`src/hw/cse_pkg.sv`:
```
// constants and types for the stack and shift execution unit
//
// Operation
// RQ1 - word pop: read top, sp plus 2, write
// RQ2 - byte pop: low byte, register high byte zero
// RQ3 - pop always adds 2 to sp
// RQ4 - push: sp minus 2, then store source
// RQ5 - push always subtracts 2 from sp
// RQ6 - byte push stores byte in low half
// RQ7 - stack ops keep flags unless sr destination
// RQ8 - mode bits kept unless sr destination
// RQ9 - subroutine return: pc from top, sp plus 2
// RQ10 - interrupt return: sr, sp, pc, sp
// RQ11 - interrupt return restores all flags and modes
// RQ12 - left shift: msb to carry, lsb zero
// RQ13 - word overflow for 4000 up to C000
// RQ14 - byte overflow for 40 up to C0
// RQ15 - rotate left inserts old carry at lsb
// RQ16 - shifts set negative and zero from result
// RQ17 - right shift keeps msb, copies it down
// RQ18 - right shift carry from lsb, overflow cleared
// RQ19 - byte right shift clears register high byte
// RQ20 - unkeyed watchdog control write flags violation
package cse_pkg;
   // ----------------------------------------
   // status register layout
   // ----------------------------------------
   localparam int SR_C = 0;
   localparam int SR_Z = 1;
   localparam int SR_N = 2;
   localparam int SR_GIE = 3;
   localparam int SR_CORE_HALT_BIT = 4;
   localparam int SR_OSCILLATOR_OFF_BIT = 5;
   localparam int SR_V = 8;
   localparam logic [15:0] SR_RESET = 16'h0000;
   localparam logic [15:0] SP_RESET = 16'h0000;
   localparam logic [15:0] PC_RESET = 16'h0000;
   localparam logic [15:0] SP_STEP = 16'h0002;
   // ----------------------------------------
   // overflow windows and watchdog
   // ----------------------------------------
   localparam logic [15:0] OVW_LO = 16'h4000;
   localparam logic [15:0] OVW_HI = 16'hC000;
   localparam logic [7:0] OVB_LO = 8'h40;
   localparam logic [7:0] OVB_HI = 8'hC0;
   localparam logic [15:0] WDT_ADDR = 16'h0120;
   localparam logic [7:0] WDT_KEY = 8'h5A;
   // ----------------------------------------
   // operations
   // ----------------------------------------
   typedef enum logic [2:0] {
      CSE_OP_POP = 3'h0,
      CSE_OP_PUSH = 3'h1,
      CSE_OP_SUBRET = 3'h2,
      CSE_OP_IRET = 3'h3,
      CSE_OP_ASL = 3'h4,
      CSE_OP_RLC = 3'h5,
      CSE_OP_ASR = 3'h6
   } cse_op_e;
   // destination kinds
   localparam logic [1:0] DST_REG = 2'h0;
   localparam logic [1:0] DST_MEM = 2'h1;
   localparam logic [1:0] DST_SR = 2'h2;
   localparam logic [1:0] DST_PC = 2'h3;
endpackage

```
`src/hw/cse_shift.sv`:
```
// one-position shift and rotate with flag generation
`timescale 1ns/1ps
`default_nettype none
module cse_shift (
   input wire logic [1:0] op,
   input wire logic byte_mode,
   input wire logic carry_in,
   input wire logic [15:0] operand,
   output logic [15:0] result,
   output logic flag_c,
   output logic flag_v,
   output logic flag_n,
   output logic flag_z
);
   wire [15:0] w_asl = {operand[14:0], 1'b0};
   wire [15:0] w_rlc = {operand[14:0], carry_in};
   wire [15:0] w_asr = {operand[15], operand[15:1]};
   wire [7:0] b_asl = {operand[6:0], 1'b0};
   wire [7:0] b_rlc = {operand[6:0], carry_in};
   wire [7:0] b_asr = {operand[7], operand[7:1]};
   wire ovw = (operand >= cse_pkg::OVW_LO) && (operand < cse_pkg::OVW_HI);
   wire ovb = (operand[7:0] >= cse_pkg::OVB_LO) &&
      (operand[7:0] < cse_pkg::OVB_HI);
   wire is_asr = (op == 2'h2);
   wire is_rlc = (op == 2'h1);
   wire [15:0] wres = is_asr ? w_asr : (is_rlc ? w_rlc : w_asl); // RQ12 RQ15 RQ17
   // byte forms clear the upper byte of a register result
   wire [7:0] bres = is_asr ? b_asr : (is_rlc ? b_rlc : b_asl); // RQ19
   assign result = byte_mode ? {8'h00, bres} : wres;
   assign flag_c = is_asr ? operand[0] :
      (byte_mode ? operand[7] : operand[15]); // RQ12 RQ18
   assign flag_v = is_asr ? 1'b0 : (byte_mode ? ovb : ovw); // RQ13 RQ14 RQ18
   assign flag_n = byte_mode ? bres[7] : wres[15]; // RQ16
   assign flag_z = byte_mode ? (bres == 8'h00) : (wres == 16'h0000); // RQ16
endmodule // cse_shift
`default_nettype wire

```
`src/hw/cse_unit.sv`:
```
// stack and shift execution unit: sequencer, sp, pc, sr and memory port
`timescale 1ns/1ps
`default_nettype none
module cse_unit (
   input wire logic CLK_SYS,
   input wire logic RSTN,
   input wire logic START,
   input wire logic [2:0] OP,
   input wire logic BYTE_MODE,
   input wire logic [1:0] DST_KIND,
   input wire logic [15:0] DST_ADDR,
   input wire logic [15:0] OPERAND,
   output logic BUSY,
   output logic DONE,
   output logic [15:0] SP,
   output logic [15:0] PC,
   output logic [15:0] SR,
   output logic REG_WE,
   output logic [15:0] REG_WDATA,
   output logic MEM_RD,
   output logic MEM_WR,
   output logic MEM_BYTE,
   output logic [15:0] MEM_ADDR,
   output logic [15:0] MEM_WDATA,
   input wire logic [15:0] MEM_RDATA,
   output logic SEC_VIOLATION
);
   // ----------------------------------------
   // sequencer
   // ----------------------------------------
   typedef enum logic [4:0] {
      CSE_IDLE = 5'h01,
      CSE_RD1 = 5'h02,
      CSE_RD2 = 5'h04,
      CSE_WR = 5'h08,
      CSE_FIN = 5'h10
   } cse_state_e;

   cse_state_e state;
   cse_state_e next_state;
   logic [2:0] op;
   logic byte_mode;
   logic [1:0] dst_kind;
   logic [15:0] dst_addr;
   logic [15:0] operand;
   logic [15:0] tmp;
   logic [15:0] sp;
   logic [15:0] pc;
   logic [15:0] sr;
   logic done;
   logic reg_we;
   logic [15:0] reg_wdata;
   logic mem_rd;
   logic mem_wr;
   logic mem_byte;
   logic [15:0] mem_addr;
   logic [15:0] mem_wdata;
   logic sec_violation;

   wire is_pop = (op == cse_pkg::CSE_OP_POP);
   wire is_push = (op == cse_pkg::CSE_OP_PUSH);
   wire is_sret = (op == cse_pkg::CSE_OP_SUBRET);
   wire is_iret = (op == cse_pkg::CSE_OP_IRET);
   wire is_shift = op[2];
   wire start_ok = START && (state == CSE_IDLE);
   wire [15:0] sp_inc = sp + cse_pkg::SP_STEP;
   wire [15:0] sp_dec = sp - cse_pkg::SP_STEP;

   // ----------------------------------------
   // shifter
   // ----------------------------------------
   wire [15:0] sh_res;
   wire sh_c;
   wire sh_v;
   wire sh_n;
   wire sh_z;
   cse_shift u_shift (
      .op(op[1:0]),
      .byte_mode(byte_mode),
      .carry_in(sr[cse_pkg::SR_C]),
      .operand(operand),
      .result(sh_res),
      .flag_c(sh_c),
      .flag_v(sh_v),
      .flag_n(sh_n),
      .flag_z(sh_z)
   );

   // flags from a shift; mode bits and other sr bits kept
   wire [15:0] sr_shift = {sr[15:9], sh_v, sr[7:3], sh_n, sh_z, sh_c}; // RQ8 RQ16
   // popped data, byte form zero-extended
   wire [15:0] pop_val = byte_mode ? {8'h00, MEM_RDATA[7:0]} : MEM_RDATA; // RQ2
   // result bound for the destination write
   wire [15:0] wr_val = is_shift ? sh_res : tmp;
   wire wr_to_mem = (dst_kind == cse_pkg::DST_MEM);
   // write to the watchdog control word must carry its key in the high byte
   wire wdt_hit = wr_to_mem && (dst_addr == cse_pkg::WDT_ADDR);
   wire wdt_bad = wdt_hit && (byte_mode || wr_val[15:8] != cse_pkg::WDT_KEY); // RQ20
   wire push_wr = is_push; // RQ4

   always_comb begin
      next_state = state;
      case (state)
         CSE_IDLE: begin
            if (START) begin
               next_state = (OP == cse_pkg::CSE_OP_PUSH) ? CSE_WR :
                  (OP[2] ? CSE_WR : CSE_RD1);
            end
         end
         CSE_RD1: begin
            next_state = is_iret ? CSE_RD2 : CSE_WR;
         end
         CSE_RD2: begin
            next_state = CSE_FIN;
         end
         CSE_WR: begin
            next_state = CSE_FIN;
         end
         CSE_FIN: begin
            next_state = CSE_IDLE;
         end
         default: begin
            next_state = CSE_IDLE;
         end
      endcase
   end

   always_ff @(posedge CLK_SYS or negedge RSTN) begin
      if (!RSTN) begin
         state <= CSE_IDLE;
      end else begin
         state <= next_state;
      end
   end

   // operation latch
   always_ff @(posedge CLK_SYS or negedge RSTN) begin
      if (!RSTN) begin
         op <= 3'h0;
         byte_mode <= 1'b0;
         dst_kind <= 2'h0;
         dst_addr <= 16'h0000;
         operand <= 16'h0000;
      end else if (start_ok) begin
         op <= OP;
         byte_mode <= BYTE_MODE;
         dst_kind <= DST_KIND;
         dst_addr <= DST_ADDR;
         operand <= OPERAND;
      end
   end

   // ----------------------------------------
   // memory port, registered outputs
   // ----------------------------------------
   always_ff @(posedge CLK_SYS or negedge RSTN) begin
      if (!RSTN) begin
         mem_rd <= 1'b0;
         mem_wr <= 1'b0;
         mem_byte <= 1'b0;
         mem_addr <= 16'h0000;
         mem_wdata <= 16'h0000;
      end else begin
         mem_rd <= 1'b0;
         mem_wr <= 1'b0;
         mem_byte <= 1'b0;
         if (start_ok && OP != cse_pkg::CSE_OP_PUSH && !OP[2]) begin
            mem_rd <= 1'b1; // RQ1 RQ9 RQ10
            mem_addr <= sp;
         end else if (state == CSE_RD1 && is_iret) begin
            mem_rd <= 1'b1; // RQ10
            // sp rises on this same edge, so address the raised top
            mem_addr <= sp_inc; // RQ10
         end else if (state == CSE_WR && push_wr) begin
            mem_wr <= 1'b1; // RQ4
            mem_addr <= sp;
            mem_wdata <= byte_mode ? {8'h00, operand[7:0]} : operand; // RQ6
         end else if (state == CSE_WR && wr_to_mem) begin
            mem_wr <= 1'b1;
            mem_byte <= byte_mode; // RQ2
            mem_addr <= dst_addr;
            mem_wdata <= wr_val;
         end
      end
   end

   // temp holds the fetched word between read and write
   always_ff @(posedge CLK_SYS or negedge RSTN) begin
      if (!RSTN) begin
         tmp <= 16'h0000;
      end else if (state == CSE_RD1) begin
         tmp <= pop_val; // RQ1
      end
   end

   // ----------------------------------------
   // stack pointer, program counter, status
   // ----------------------------------------
   always_ff @(posedge CLK_SYS or negedge RSTN) begin
      if (!RSTN) begin
         sp <= cse_pkg::SP_RESET;
      end else if (start_ok && OP == cse_pkg::CSE_OP_PUSH) begin
         sp <= sp_dec; // RQ4 RQ5
      end else if (state == CSE_RD1 && !is_push && !is_shift) begin
         sp <= sp_inc; // RQ1 RQ3 RQ9 RQ10
      end else if (state == CSE_RD2) begin
         sp <= sp_inc; // RQ10
      end
   end

   always_ff @(posedge CLK_SYS or negedge RSTN) begin
      if (!RSTN) begin
         pc <= cse_pkg::PC_RESET;
      end else if (state == CSE_RD1 && is_sret) begin
         pc <= MEM_RDATA; // RQ9
      end else if (state == CSE_RD2) begin
         pc <= MEM_RDATA; // RQ10
      end else if (state == CSE_WR && dst_kind == cse_pkg::DST_PC &&
         (is_pop || is_shift)) begin
         pc <= wr_val;
      end
   end

   always_ff @(posedge CLK_SYS or negedge RSTN) begin
      if (!RSTN) begin
         sr <= cse_pkg::SR_RESET;
      end else if (state == CSE_RD1 && is_iret) begin
         sr <= MEM_RDATA; // RQ10 RQ11
      end else if (state == CSE_WR && is_pop &&
         dst_kind == cse_pkg::DST_SR) begin
         sr <= tmp; // RQ7 RQ8
      end else if (state == CSE_WR && is_shift) begin
         sr <= (dst_kind == cse_pkg::DST_SR) ? sh_res : sr_shift; // RQ16 RQ8
      end
   end

   // ----------------------------------------
   // register file write and completion
   // ----------------------------------------
   always_ff @(posedge CLK_SYS or negedge RSTN) begin
      if (!RSTN) begin
         reg_we <= 1'b0;
         reg_wdata <= 16'h0000;
         done <= 1'b0;
         sec_violation <= 1'b0;
      end else begin
         reg_we <= (state == CSE_WR) && (is_pop || is_shift) &&
            (dst_kind == cse_pkg::DST_REG); // RQ2 RQ19
         if (state == CSE_WR) begin
            reg_wdata <= wr_val;
         end
         done <= (next_state == CSE_FIN);
         sec_violation <= (state == CSE_WR) && !is_push && wdt_bad; // RQ20
      end
   end

   assign BUSY = (state != CSE_IDLE);
   assign DONE = done;
   assign SP = sp;
   assign PC = pc;
   assign SR = sr;
   assign REG_WE = reg_we;
   assign REG_WDATA = reg_wdata;
   assign MEM_RD = mem_rd;
   assign MEM_WR = mem_wr;
   assign MEM_BYTE = mem_byte;
   assign MEM_ADDR = mem_addr;
   assign MEM_WDATA = mem_wdata;
   assign SEC_VIOLATION = sec_violation;

   // ----------------------------------------
   // checks
   // ----------------------------------------
   chk_pop_sp_step: assert property (@(posedge CLK_SYS) disable iff (!RSTN) // RQ3
      (state == CSE_RD1 && is_pop) |=> sp == $past(sp) + 16'h0002)
      else $error("pop did not add two to sp");
   chk_push_sp_step: assert property (@(posedge CLK_SYS) disable iff (!RSTN) // RQ5
      (start_ok && OP == cse_pkg::CSE_OP_PUSH) |=> sp == $past(sp) - 16'h0002)
      else $error("push did not take two from sp");
   chk_push_store_addr: assert property (@(posedge CLK_SYS) // RQ4
      disable iff (!RSTN)
      (start_ok && OP == cse_pkg::CSE_OP_PUSH) |=> ##1 (mem_wr && mem_addr == sp))
      else $error("push store not at updated sp");
   chk_iret_sp_total: assert property (@(posedge CLK_SYS) disable iff (!RSTN) // RQ10
      (start_ok && OP == cse_pkg::CSE_OP_IRET) |=> ##2 sp == $past(sp, 3) + 16'h0004)
      else $error("interrupt return sp not plus four");
   chk_iret_sr_load: assert property (@(posedge CLK_SYS) disable iff (!RSTN) // RQ11
      (state == CSE_RD1 && is_iret) |=> sr == $past(MEM_RDATA))
      else $error("interrupt return sr not from stack");
   chk_sret_pc: assert property (@(posedge CLK_SYS) disable iff (!RSTN) // RQ9
      (state == CSE_RD1 && is_sret) |=> pc == $past(MEM_RDATA) && $stable(sr))
      else $error("subroutine return pc or sr wrong");
   chk_stack_flags_kept: assert property (@(posedge CLK_SYS) // RQ7
      disable iff (!RSTN)
      (state != CSE_IDLE && is_push) |=> $stable(sr))
      else $error("push changed status");
   chk_asr_flag_v: assert property (@(posedge CLK_SYS) disable iff (!RSTN) // RQ18
      (state == CSE_WR && op == cse_pkg::CSE_OP_ASR &&
      dst_kind != cse_pkg::DST_SR) |=> !sr[cse_pkg::SR_V] &&
      sr[cse_pkg::SR_C] == $past(operand[0]))
      else $error("right shift carry or overflow wrong");
   chk_byte_pop_high: assert property (@(posedge CLK_SYS) disable iff (!RSTN) // RQ2
      (reg_we && $past(is_pop && byte_mode)) |-> reg_wdata[15:8] == 8'h00)
      else $error("byte pop left upper byte set");
endmodule // cse_unit
`default_nettype wire

```
`config.mk`:
```
export PLATFORM = sky130hd
export DESIGN_NAME = cse_unit
export DESIGN_NICKNAME = d
export VERILOG_FILES = /design/src/hw/cse_pkg.sv /design/src/hw/cse_shift.sv /design/src/hw/cse_unit.sv
export SDC_FILE = /design/constraint.sdc
export NUM_CORES = 1
export LEC_CHECK = 0
export ABC_AREA = 1
export BUFFER_PORTS_ARGS = -buffer_cell sky130_fd_sc_hd__buf_2
export CAP_MARGIN = 20
export CORE_MARGIN = 2
export CORE_UTILIZATION = 55
export CTS_BUF_LIST = sky130_fd_sc_hd__clkbuf_4 sky130_fd_sc_hd__clkbuf_8
export DETAILED_ROUTE_END_ITERATION = 12
export PLACE_DENSITY_LB_ADDON = 0.05
export SLEW_MARGIN = 20
export SYNTH_ARGS = -nofsm -noshare
export SYNTH_HDL_FRONTEND = slang
export SYNTH_HIERARCHICAL = 1
export SYNTH_SLANG_ARGS = --single-unit
```
`constraint.sdc`:
```
create_clock -name CLK_SYS -period 4.36 [get_ports CLK_SYS]
set_input_delay 0.436 -clock CLK_SYS [delete_from_list [all_inputs] [get_ports CLK_SYS]]
set_output_delay 0.436 -clock CLK_SYS [all_outputs]
set_load 0.05 [all_outputs]
```
[After elaboration in Yosys (flattened, before gate mapping)]
Cells that the tools add are included.
Widths: inputs -> output; s select.
Word-level totals
  register bits: 161
  input port bits: 57
  output and inout port bits: 103
Operators by class
  $lt $le $gt $ge: 4
  mux-type cells: 45
  add/subtract/negate cells: 2
  reductions and logical operators: 41
  equal/unequal tests: 18
  bitwise logic cells: 2
Operator list (count)
  $mux 16: 21
  $logic_and 1x1->1: 23
  $mux 1: 18
  $add 16x2->16 const B: 1
  $eq 16x9->1 const B: 1
  $ge 16x15->1 const B: 1
  $logic_not 16->1: 1
  $lt 16x16->1 const B: 1
  $sub 16x2->16 const B: 1
  $pmux 5 s3: 1
  $mux 4: 3
  $reduce_bool 3->1: 4
  $ge 8x7->1 const B: 1
  $logic_not 8->1: 1
  $lt 8x8->1 const B: 1
  $mux 8: 1
  $ne 8x7->1 const B: 1
  $eq 2x2->1 const B: 3
  $eq 3x1->1 const B: 2
  $eq 3x2->1 const B: 2
  $eq 5x1->1 const B: 1
  $eq 5x2->1 const B: 1
  $eq 5x3->1 const B: 1
  $eq 5x4->1 const B: 1
  15 further kinds: 20

[Depth between registers and ports, before layout]
Gate-level depths: netlist of the first run.
  depth in word-level cells: 9
  gate-level depth with buffers: 16
  mapped depth without buffers: 15

[Modules after synthesis]
The synthesis of the first run kept the hierarchy.
Modules (own cells, without submodules)
  cse_unit: cells an instance 1170, area an instance 8587.0 µm², instances 1, sequential area each 4005.1 µm²
  cse_shift: cells an instance 99, area an instance 446.7 µm², instances 1, sequential area each 0.0 µm²

[Least setup slack after synthesis of the first run]
Ideal clock, no wire load.
  kind: register to register
  start point: register sp[1], in the netlist SP[1]
  end point: register mem_addr[13], in the netlist MEM_ADDR[13]
  stages on the path, launching flop included: 11
  data arrival time: 1.782 ns
  library setup time: 0.118 ns
  data required time: 4.242 ns
  path buffers: 0
  period minus slack after synthesis: 1.900 ns
  setup slack: 2.460 ns
  path through: dfrtp_1 > ha_1 > nand3_1 > nor2_1 > nand3_1 > nand2_1 > nand2_1 > nand2_1 > nand2_1 > nor2_1 > nor2_1
On the way
  word-level cells in the longest chain between the ends: 3
RTL lines
  from (decl): line cse_unit.sv:47  | logic [15:0] sp;
  from (signal assigned): line cse_unit.sv:201  | sp <= cse_pkg::SP_RESET;
  from (signal assigned): line cse_unit.sv:203  | sp <= sp_dec;
  from (signal assigned): line cse_unit.sv:205  | sp <= sp_inc;
  $add 16x2->16: line cse_unit.sv:66  | wire [15:0] sp_inc = sp + cse_pkg::SP_STEP;
  $mux 16: line cse_unit.sv:170  | end else if (state == CSE_RD1 && is_iret) begin
  $mux 16: line cse_unit.sv:167  | if (start_ok && OP != cse_pkg::CSE_OP_PUSH && !OP[2]) begin
  to (signal assigned): line cse_unit.sv:169  | mem_addr <= sp;
  to (signal assigned): line cse_unit.sv:173  | mem_addr <= sp_inc;
  to (signal assigned): line cse_unit.sv:176  | mem_addr <= sp;
  to (decl): line cse_unit.sv:56  | logic [15:0] mem_addr;
Every way passes these cells.
A chain may end at the register's enable or synchronous reset.

[Worst setup path in the final report of the first run]
  start point: register state[0]
  end point: register sp[7], in the netlist SP[7]
On the way
  word-level cells in the longest chain between the ends: 5
  elaborated cells between the ends (all ways): 10
RTL lines
  from (decl): line cse_unit.sv:39  | cse_state_e state;
  from (signal assigned): line cse_unit.sv:132  | state <= next_state;
  $eq 5x2->1: line cse_unit.sv:204  | end else if (state == CSE_RD1 && !is_push && !is_shift) begin
  $logic_and 1x1->1 (2 in series): line cse_unit.sv:204
  $mux 16: line cse_unit.sv:204
  $mux 16: line cse_unit.sv:202  | end else if (start_ok && OP == cse_pkg::CSE_OP_PUSH) begin
Parallel ways exist; a longest one is shown, timed or not.

==> flow_metrics.env, run 1 <==
export IMPL_syn_nets=1328
export IMPL_cts_tree="done"
export IMPL_fin_nets=1447
export IMPL_dieArea_sq_um=17500
export IMPL_arrival_ns=3.38
export IMPL_grt_usage=0.309
export IMPL_drt_total_wl_mm=26.5
export IMPL_cts_buffer_depth=2
export IMPL_synth_warnings=6
export IMPL_chipWidth_um=132
export IMPL_finalCritPeriodShare=0.684
export IMPL_grt_pass1_wl_mm=42.6
export IMPL_drtIter0Drc=863
export IMPL_clock_fmax_ghz=0.336
export IMPL_insertion_delay_ns=0.48
export IMPL_first_pass_iters=5
export IMPL_p_sw_frac=0.553
export IMPL_final_area_sq_um=10200
export IMPL_wl_per_cell_um=16.4
export IMPL_port_buffers=158
export IMPL_synth_avg_cell_area_sq_um=7.12
export IMPL_setup_tns_ns=0
export IMPL_place_hpwl_mm=19.1
export IMPL_seqPwrFrac=0.322
export IMPL_wl_met3_mm=1.72
export IMPL_wl_met1_mm=11.0
export IMPL_fp_row_count=46
export IMPL_finClkSkew_ns=0.0168
export IMPL_ys_seq_area_frac=0.443
export IMPL_cts_root_buf="clkbuf_8"
export IMPL_drive_gt1_frac=0.175
export IMPL_utilization=0.643
export IMPL_cp_end_kind="register"
export IMPL_postPlaceCellArea_sq_um=9820
export IMPL_crit_chain="inv_1, nand2_1, nor2_2, nand2_1, inv_1, nand3_1, nand3_2, inv_1, nand2_1, o21ai_1"
export IMPL_core_area_sq_um=15900
export IMPL_async_flop_share=1.00
export IMPL_max_cap_violations=0
export IMPL_regArea_sq_um=4010
export IMPL_tightest_slew_ns=1.09
export IMPL_ir_drop_mv=0.481
export IMPL_cts_sinks=160
export IMPL_vias=8760
export IMPL_synthFlopType="dfrtp_1"
export IMPL_netSwitchingPower_mw=4.89
export IMPL_min_period_ns=2.98
export IMPL_fill_cells=1540
export IMPL_crit_fanout=22
export IMPL_hold_violations=0
export IMPL_synthCells=1269
export IMPL_power_frac_comb=0.543
export IMPL_clkSlewWorstSetupHoldPaths_ns=0.09
export IMPL_cts_setup_buffers=0
export IMPL_total_power_mw=8.84
export IMPL_timing_final_max_slew_violations=0
export IMPL_diodes=0
export IMPL_dr_wl_met2_mm=12.8
export IMPL_synth_edf_count=0
export IMPL_worstSetupPathType="register to register"
export IMPL_ctsResizeCount=0
export IMPL_drc=0
export IMPL_cp_required_ns=4.76
export IMPL_h_tree_depth=4
export IMPL_hold_ws_ns=0.0266
export IMPL_ios=160
export IMPL_leakage_nw=5.23
export IMPL_rsz0062_at_grt="false"
export IMPL_multi_input_area_sq_um=4320
export IMPL_first_global_vias=8136
export IMPL_yosys_register_bits=160
export IMPL_crit_buf_inv=3
export IMPL_maxSlewHeadroom=0.264
export IMPL_clkPwrFrac=0.135
export IMPL_antenna_found_initial=0
export IMPL_p_per_area_nw_per_um2=863
export IMPL_setup_viol=0
export IMPL_cp_slowest_stage_delay_ns=0.58
export IMPL_start_kind="register"
export IMPL_area_growth_pct=13.5
export IMPL_p_int_mw=3.96
export IMPL_initial_core_util=0.567
export IMPL_die_h_um=132
export IMPL_grt_max_degree=95
export IMPL_vias_per_cell=5.42
export IMPL_highest_layer="met4"
export IMPL_synthDistinctLibCells=43
export IMPL_grt_overflow_total=0
export IMPL_place_congestion=0.958
export IMPL_slowest_stage="dfstp_2"
export IMPL_cts_hold_buf=0
export IMPL_syn_area_sq_um=9030
export IMPL_hp_class="primary input to asynchronous set/reset pin"
export IMPL_ant_nets=0
export IMPL_cts_inserted_buffers=17
export IMPL_crit_family="simple AND/OR/NAND/NOR gates"
export IMPL_status="finished, final reports clean"
## kinds of logic (layout without fill, tap and decap cells)
kind of cell | after synthesis | in the layout | share of synthesized area
adders and majority gates | 2 | 2 | 0.00277
and+or+nand+nor | 748 | 748 | 0.353
other | 1 | 1 | 0.000415
AOI/OAI and AO/OA | 178 | 178 | 0.103
xor gates and xnor gates | 11 | 11 | 0.0107
buffers and inverters | 163 | 295 | 0.0798
DFF | 160 | 160 | 0.443
muxes | 6 | 6 | 0.00665
## cells in the mapped netlist, types with 2 or more instances
library cell | n | area [sq um]
nand2_1 | 490 | 1840
dfrtp_1 | 159 | 3980
o21ai_0 | 140 | 701
nor2_1 | 101 | 379
inv_1 | 85 | 319
nand3_1 | 80 | 400
nand4_1 | 34 | 213
clkbuf_1 | 27 | 101
buf_2 | 24 | 120
o21ai_1 | 17 | 85.1
a21oi_1 | 16 | 80.1
inv_2 | 10 | 37.5
xor2_1 | 10 | 87.6
nor3_1 | 8 | 40.0
buf_6 | 7 | 78.8
buf_4 | 6 | 45.0
mux2i_1 | 6 | 60.1
nand2_2 | 5 | 31.3
nor2_2 | 5 | 31.3
nor2_4 | 5 | 56.3
nand3_2 | 4 | 40.0
or2_2 | 4 | 25.0
nand2_4 | 3 | 33.8
nor4_1 | 3 | 18.8
ha_1 | 2 | 25.0
## sequential cells by signal, summed over array words and instances (netlist names), 5 cells and up
register   flops
REG_WDATA     16
operand       16
PC            16
MEM_ADDR      16
dst_addr      16
state          5
SR            16
SP            15
MEM_WDATA     16
tmp           16
## metal layers
layer  up-vias  global-route usage
li1       4310                   -
met1      4050               0.414
met2       343               0.503
met3        57              0.0488
met4         0               0.131
met5         -                   0
## cell usage in the layout, fill, tap and decap left out, types with 2 or more instances in the layout
cell type   count
o21ai_1        16
clkinv_2        2
inv_1          85
nand2_4         3
buf_4           7
ha_1            2
buf_2         157
nor3_1          8
nor2_1        101
o21ai_0       140
inv_6           4
nand4_1        34
nand3_2         4
clkbuf_8       17
bufinv_16       3
clkinvlp_4      3
a21oi_1        16
nor2_2          5
nor2_4          5
nand3_1        80
nand2_1       490
mux2i_1         6
inv_2          10
xor2_1         10
nand2_2         5
dfrtp_1       159
or2_2           4
nor4_1          3
## final timing paths
| check | from | to | depth (start not counted) | slack [ns] |
|---|---|---|---|---|
| max in group asynchronous | RSTN | tmp[3] | 2 | 3.48 |
| max | state[0] | SP[7] | 10 | 1.38 |
| min | RSTN | MEM_WDATA[6] | 1 | 0.03 |
| max reg2reg | state[0] | SP[7] | 10 | 1.38 |
| min in group CLK_SYS | OPERAND[1] | operand[1] | 3 | 0.15 |
| min reg2reg | REG_WDATA[14] | REG_WDATA[14] | 2 | 0.48 |
## cell type report
type | count | area share
clock buffer | 18 | 0.0236
clock inverter | 14 | 0.0173
inverter | 97 | 0.0358
multi-input combinational | 946 | 0.421
sequential | 160 | 0.391
tap | 216 | 0.0264
timing repair buffer | 166 | 0.0848
## power by group through the flow
| stage | combinational, mW | sequential [mW] | clock [mW] |
|---|---|---|---|
| after floorplan | 2.29 | 4.00 | 0 |
| after global placement | 4.73 | 2.84 | 0 |
| after detailed placement | 4.77 | 2.85 | 0 |
| after CTS | 4.79 | 2.83 | 1.20 |
| after global routing | 5.22 | 2.93 | 1.28 |
| final | 4.80 | 2.85 | 1.19 |
## per-stage QoR
| step | setup slack (ns) | std cells |
|---|---|---|
| detailed placement | 1.39 | 1585 |
| finish | 1.38 | 1617 |
| floorplan | 2.46 | 1269 |
| CTS | 1.37 | 1617 |
| global placement | 1.48 | 1585 |
| global route | 1.00 | 1617 |
(Power assumes the default switching activity.)
==> run 2, diff against run 1 <==
- ABC_AREA: 1 -> 0
- clock period: 4.36 -> 3 ns (I/O delays scaled with it)
==> run 2 against run 1 <==
First-iteration DRC count is 3.8% lower. Clock skew is 0.0056 ns lower. Clock power is 64% higher. Non-clock buffer count is 27 higher. Sequential power is 42% higher. Hold slack better by 0.019 ns.
==> flow_metrics.env, run 2 <==
export IMPL_cp_required_ns=3.33
export IMPL_port_buffers=158
export IMPL_leakage_nw=4.52
export IMPL_cp_end_kind="register"
export IMPL_synth_compound_area_frac=0.172
export IMPL_async_flop_share=1.00
export IMPL_min_period_ns=2.77
export IMPL_fp_row_count=44
export IMPL_insertion_delay_ns=0.46
export IMPL_yosys_register_bits=160
export IMPL_crit_fanout=14
export IMPL_rsz0062_at_grt="false"
export IMPL_cts_setup_buffers=0
export IMPL_final_area_sq_um=9790
export IMPL_ctsResizeCount=0
export IMPL_postPlaceCellArea_sq_um=9290
export IMPL_vias=7406
export IMPL_area_growth_pct=19.1
export IMPL_timing_final_max_slew_violations=0
export IMPL_drive_gt1_frac=0.273
export IMPL_hold_violations=0
export IMPL_synth_mux_area_frac=0.0884
export IMPL_final_common_cell="dfrtp_1"
export IMPL_core_area_sq_um=14600
export IMPL_yosys_area_share_simple=0.185
export IMPL_hp_class="primary input to register"
export IMPL_power_frac_comb=0.505
export IMPL_ant_nets=0
export IMPL_synth_xor_xnor_area_share=0.0213
export IMPL_synthCells=895
export IMPL_drc=0
export IMPL_die_h_um=126
export IMPL_synthAdderAreaFrac=0.00304
export IMPL_synth_avg_cell_area_sq_um=9.19
export IMPL_syn_area_sq_um=8220
export IMPL_seqPwrFrac=0.334
export IMPL_arrival_ns=3.10
export IMPL_start_kind="register"
export IMPL_netSwitchingPower_mw=6.07
export IMPL_finClkSkew_ns=0.0113
export IMPL_cts_root_buf="clkbuf_8"
export IMPL_grt_usage=0.305
export IMPL_synthFlopType="dfrtp_1"
export IMPL_place_congestion=0.930
export IMPL_synthDistinctLibCells=72
export IMPL_clkPwrFrac=0.161
export IMPL_cts_buffer_depth=2
export IMPL_diodes=0
export IMPL_worstSetupPathType="register to register"
export IMPL_drt_total_wl_mm=24.0
export IMPL_status="finished, final reports clean"
export IMPL_clock_fmax_ghz=0.361
export IMPL_grt_max_degree=78
export IMPL_cts_sinks=160
export IMPL_ir_drop_mv=0.903
export IMPL_ios=160
export IMPL_p_int_mw=6.04
export IMPL_cts_inserted_buffers=17
export IMPL_chipWidth_um=126
export IMPL_grt_overflow_total=0
export IMPL_drtIter0Drc=830
export IMPL_tightest_slew_ns=0.741
export IMPL_cts_hold_buf=1
export IMPL_mostFrequentLayoutCells="159 x dfrtp_1, 157 x buf_2, 152 x nand2_1"
export IMPL_h_tree_depth=4
export IMPL_post_synth_top_count_cell="dfrtp_1"
export IMPL_ys_seq_area_frac=0.487
export IMPL_synth_top_family_by_area="simple AND/OR/NAND/NOR gates"
export IMPL_wl_per_cell_um=19.3
export IMPL_fill_cells=1239
export IMPL_first_pass_iters=5
export IMPL_post_synth_top_area_fraction=0.484
export IMPL_syn_nets=954
export IMPL_max_cap_violations=0
export IMPL_setup_viol=0
export IMPL_place_hpwl_mm=17.2
export IMPL_cts_tree="done"
export IMPL_vias_per_cell=5.96
export IMPL_synth_warnings=6
export IMPL_dieArea_sq_um=15900
export IMPL_grt_pass1_wl_mm=37.9
export IMPL_antenna_found_initial=0
export IMPL_maxSlewHeadroom=0.506
export IMPL_p_sw_frac=0.501
export IMPL_clkSlewWorstSetupHoldPaths_ns=0.09
export IMPL_post_synth_top_area_cell="dfrtp_1"
export IMPL_total_power_mw=12.1
export IMPL_initial_core_util=0.564
export IMPL_ys_top_cells_by_count="159 x dfrtp_1, 152 x nand2_1, 103 x o21ai_0, 84 x nor2_1, 57 x a21oi_1"
export IMPL_setup_tns_ns=0
export IMPL_synth_edf_count=0
export IMPL_finalCritPeriodShare=0.923
export IMPL_first_global_vias=6764
export IMPL_p_per_area_nw_per_um2=1240
export IMPL_synth_area_top_cells="dfrtp_1 48%, nand2_1 6.9%, o21ai_0 6.3%"
export IMPL_fin_nets=1105
==> run 2: cell count changes after synthesis, sizes merged, moves of 16 or more <==
cell,change
inv,-77
mux2,+45
o21ai,-54
nand4,-31
nand3,-74
nor2,-27
nand2,-346
mux2i,+16
a31oi,+19
a21oi,+40
buf,-17
==> run 2: layout make-up <==
class                           instances  area (sq um)  area share
Timing Repair Buffer                  193          1100       0.112
Tap cell                              184           230      0.0235
Multi-Input combinational cell        653          3890       0.397
Clock inverter                         15           255      0.0261
Sequential cell                       160          4010       0.409
Inverter                               21          80.1     0.00818
Clock buffer                           17           234      0.0239
==> run 2: per-layer routing <==
| metal | part of all wire | GRT usage | vias up |
|---|---|---|---|
| met5 | 0 | 0 | - |
| met4 | 0.015 | 0.0840 | 0 |
| met3 | 0.092 | 0.0803 | 26 |
| met2 | 0.40 | 0.399 | 369 |
| met1 | 0.49 | 0.495 | 3551 |
| li1 | - | - | 3460 |
==> run 2: through the flow <==
step,setup slack (ns),cells,hold slack [ns],utilization
final,0.232,1243,0.0453,0.671
after global routing,0.0950,1243,0.0409,0.671
after CTS,0.316,1243,0.0235,0.671
after detailed placement,0.331,1210,0.391,0.637
after global placement,0.444,1210,0.380,0.637
after floorplan,0.509,895,0.00441,-
==> run 2: kinds of logic after synthesis <==
family          Yosys count
fa+ha+maj                 2
flops                   160
xor+xnor                 20
simple gates            326
compound gates          237
buf+inv                  82
other cells               1
mux                      67
==> run 2: power groups by stage <==
stage / Sequential (mW) / Combinational (mW) / Clock, mW
final: 4.05 / 6.12 / 1.95
after global placement: 4.04 / 5.97 / 0
after floorplan: 5.64 / 2.61 / 0
after CTS: 4.02 / 6.07 / 1.97
after global routing: 4.17 / 6.56 / 2.06
after detailed placement: 4.05 / 6.04 / 0
==> run 2: final timing paths <==
check                      slack, ns         start  cells after the start             to
max reg2reg                     0.23         op[1]                      7  SEC_VIOLATION
max                             0.23         op[1]                      7  SEC_VIOLATION
min                             0.05         START                      2       state[0]
max in group asynchronous       1.75          RSTN                      3         tmp[4]
min in group asynchronous       0.44          RSTN                      2   MEM_ADDR[13]
min reg2reg                     0.48  dst_addr[11]                      1  SEC_VIOLATION
==> run 2: critical path, stage by stage, from the launching register on <==
cell	delay (ns)
dfrtp_1	0.61
and2b_1	0.43
nand2_1	0.09
a21oi_1	0.32
mux2i_1	0.32
nand4b_1	0.26
nor4_1	0.50
nor4_1	0.09
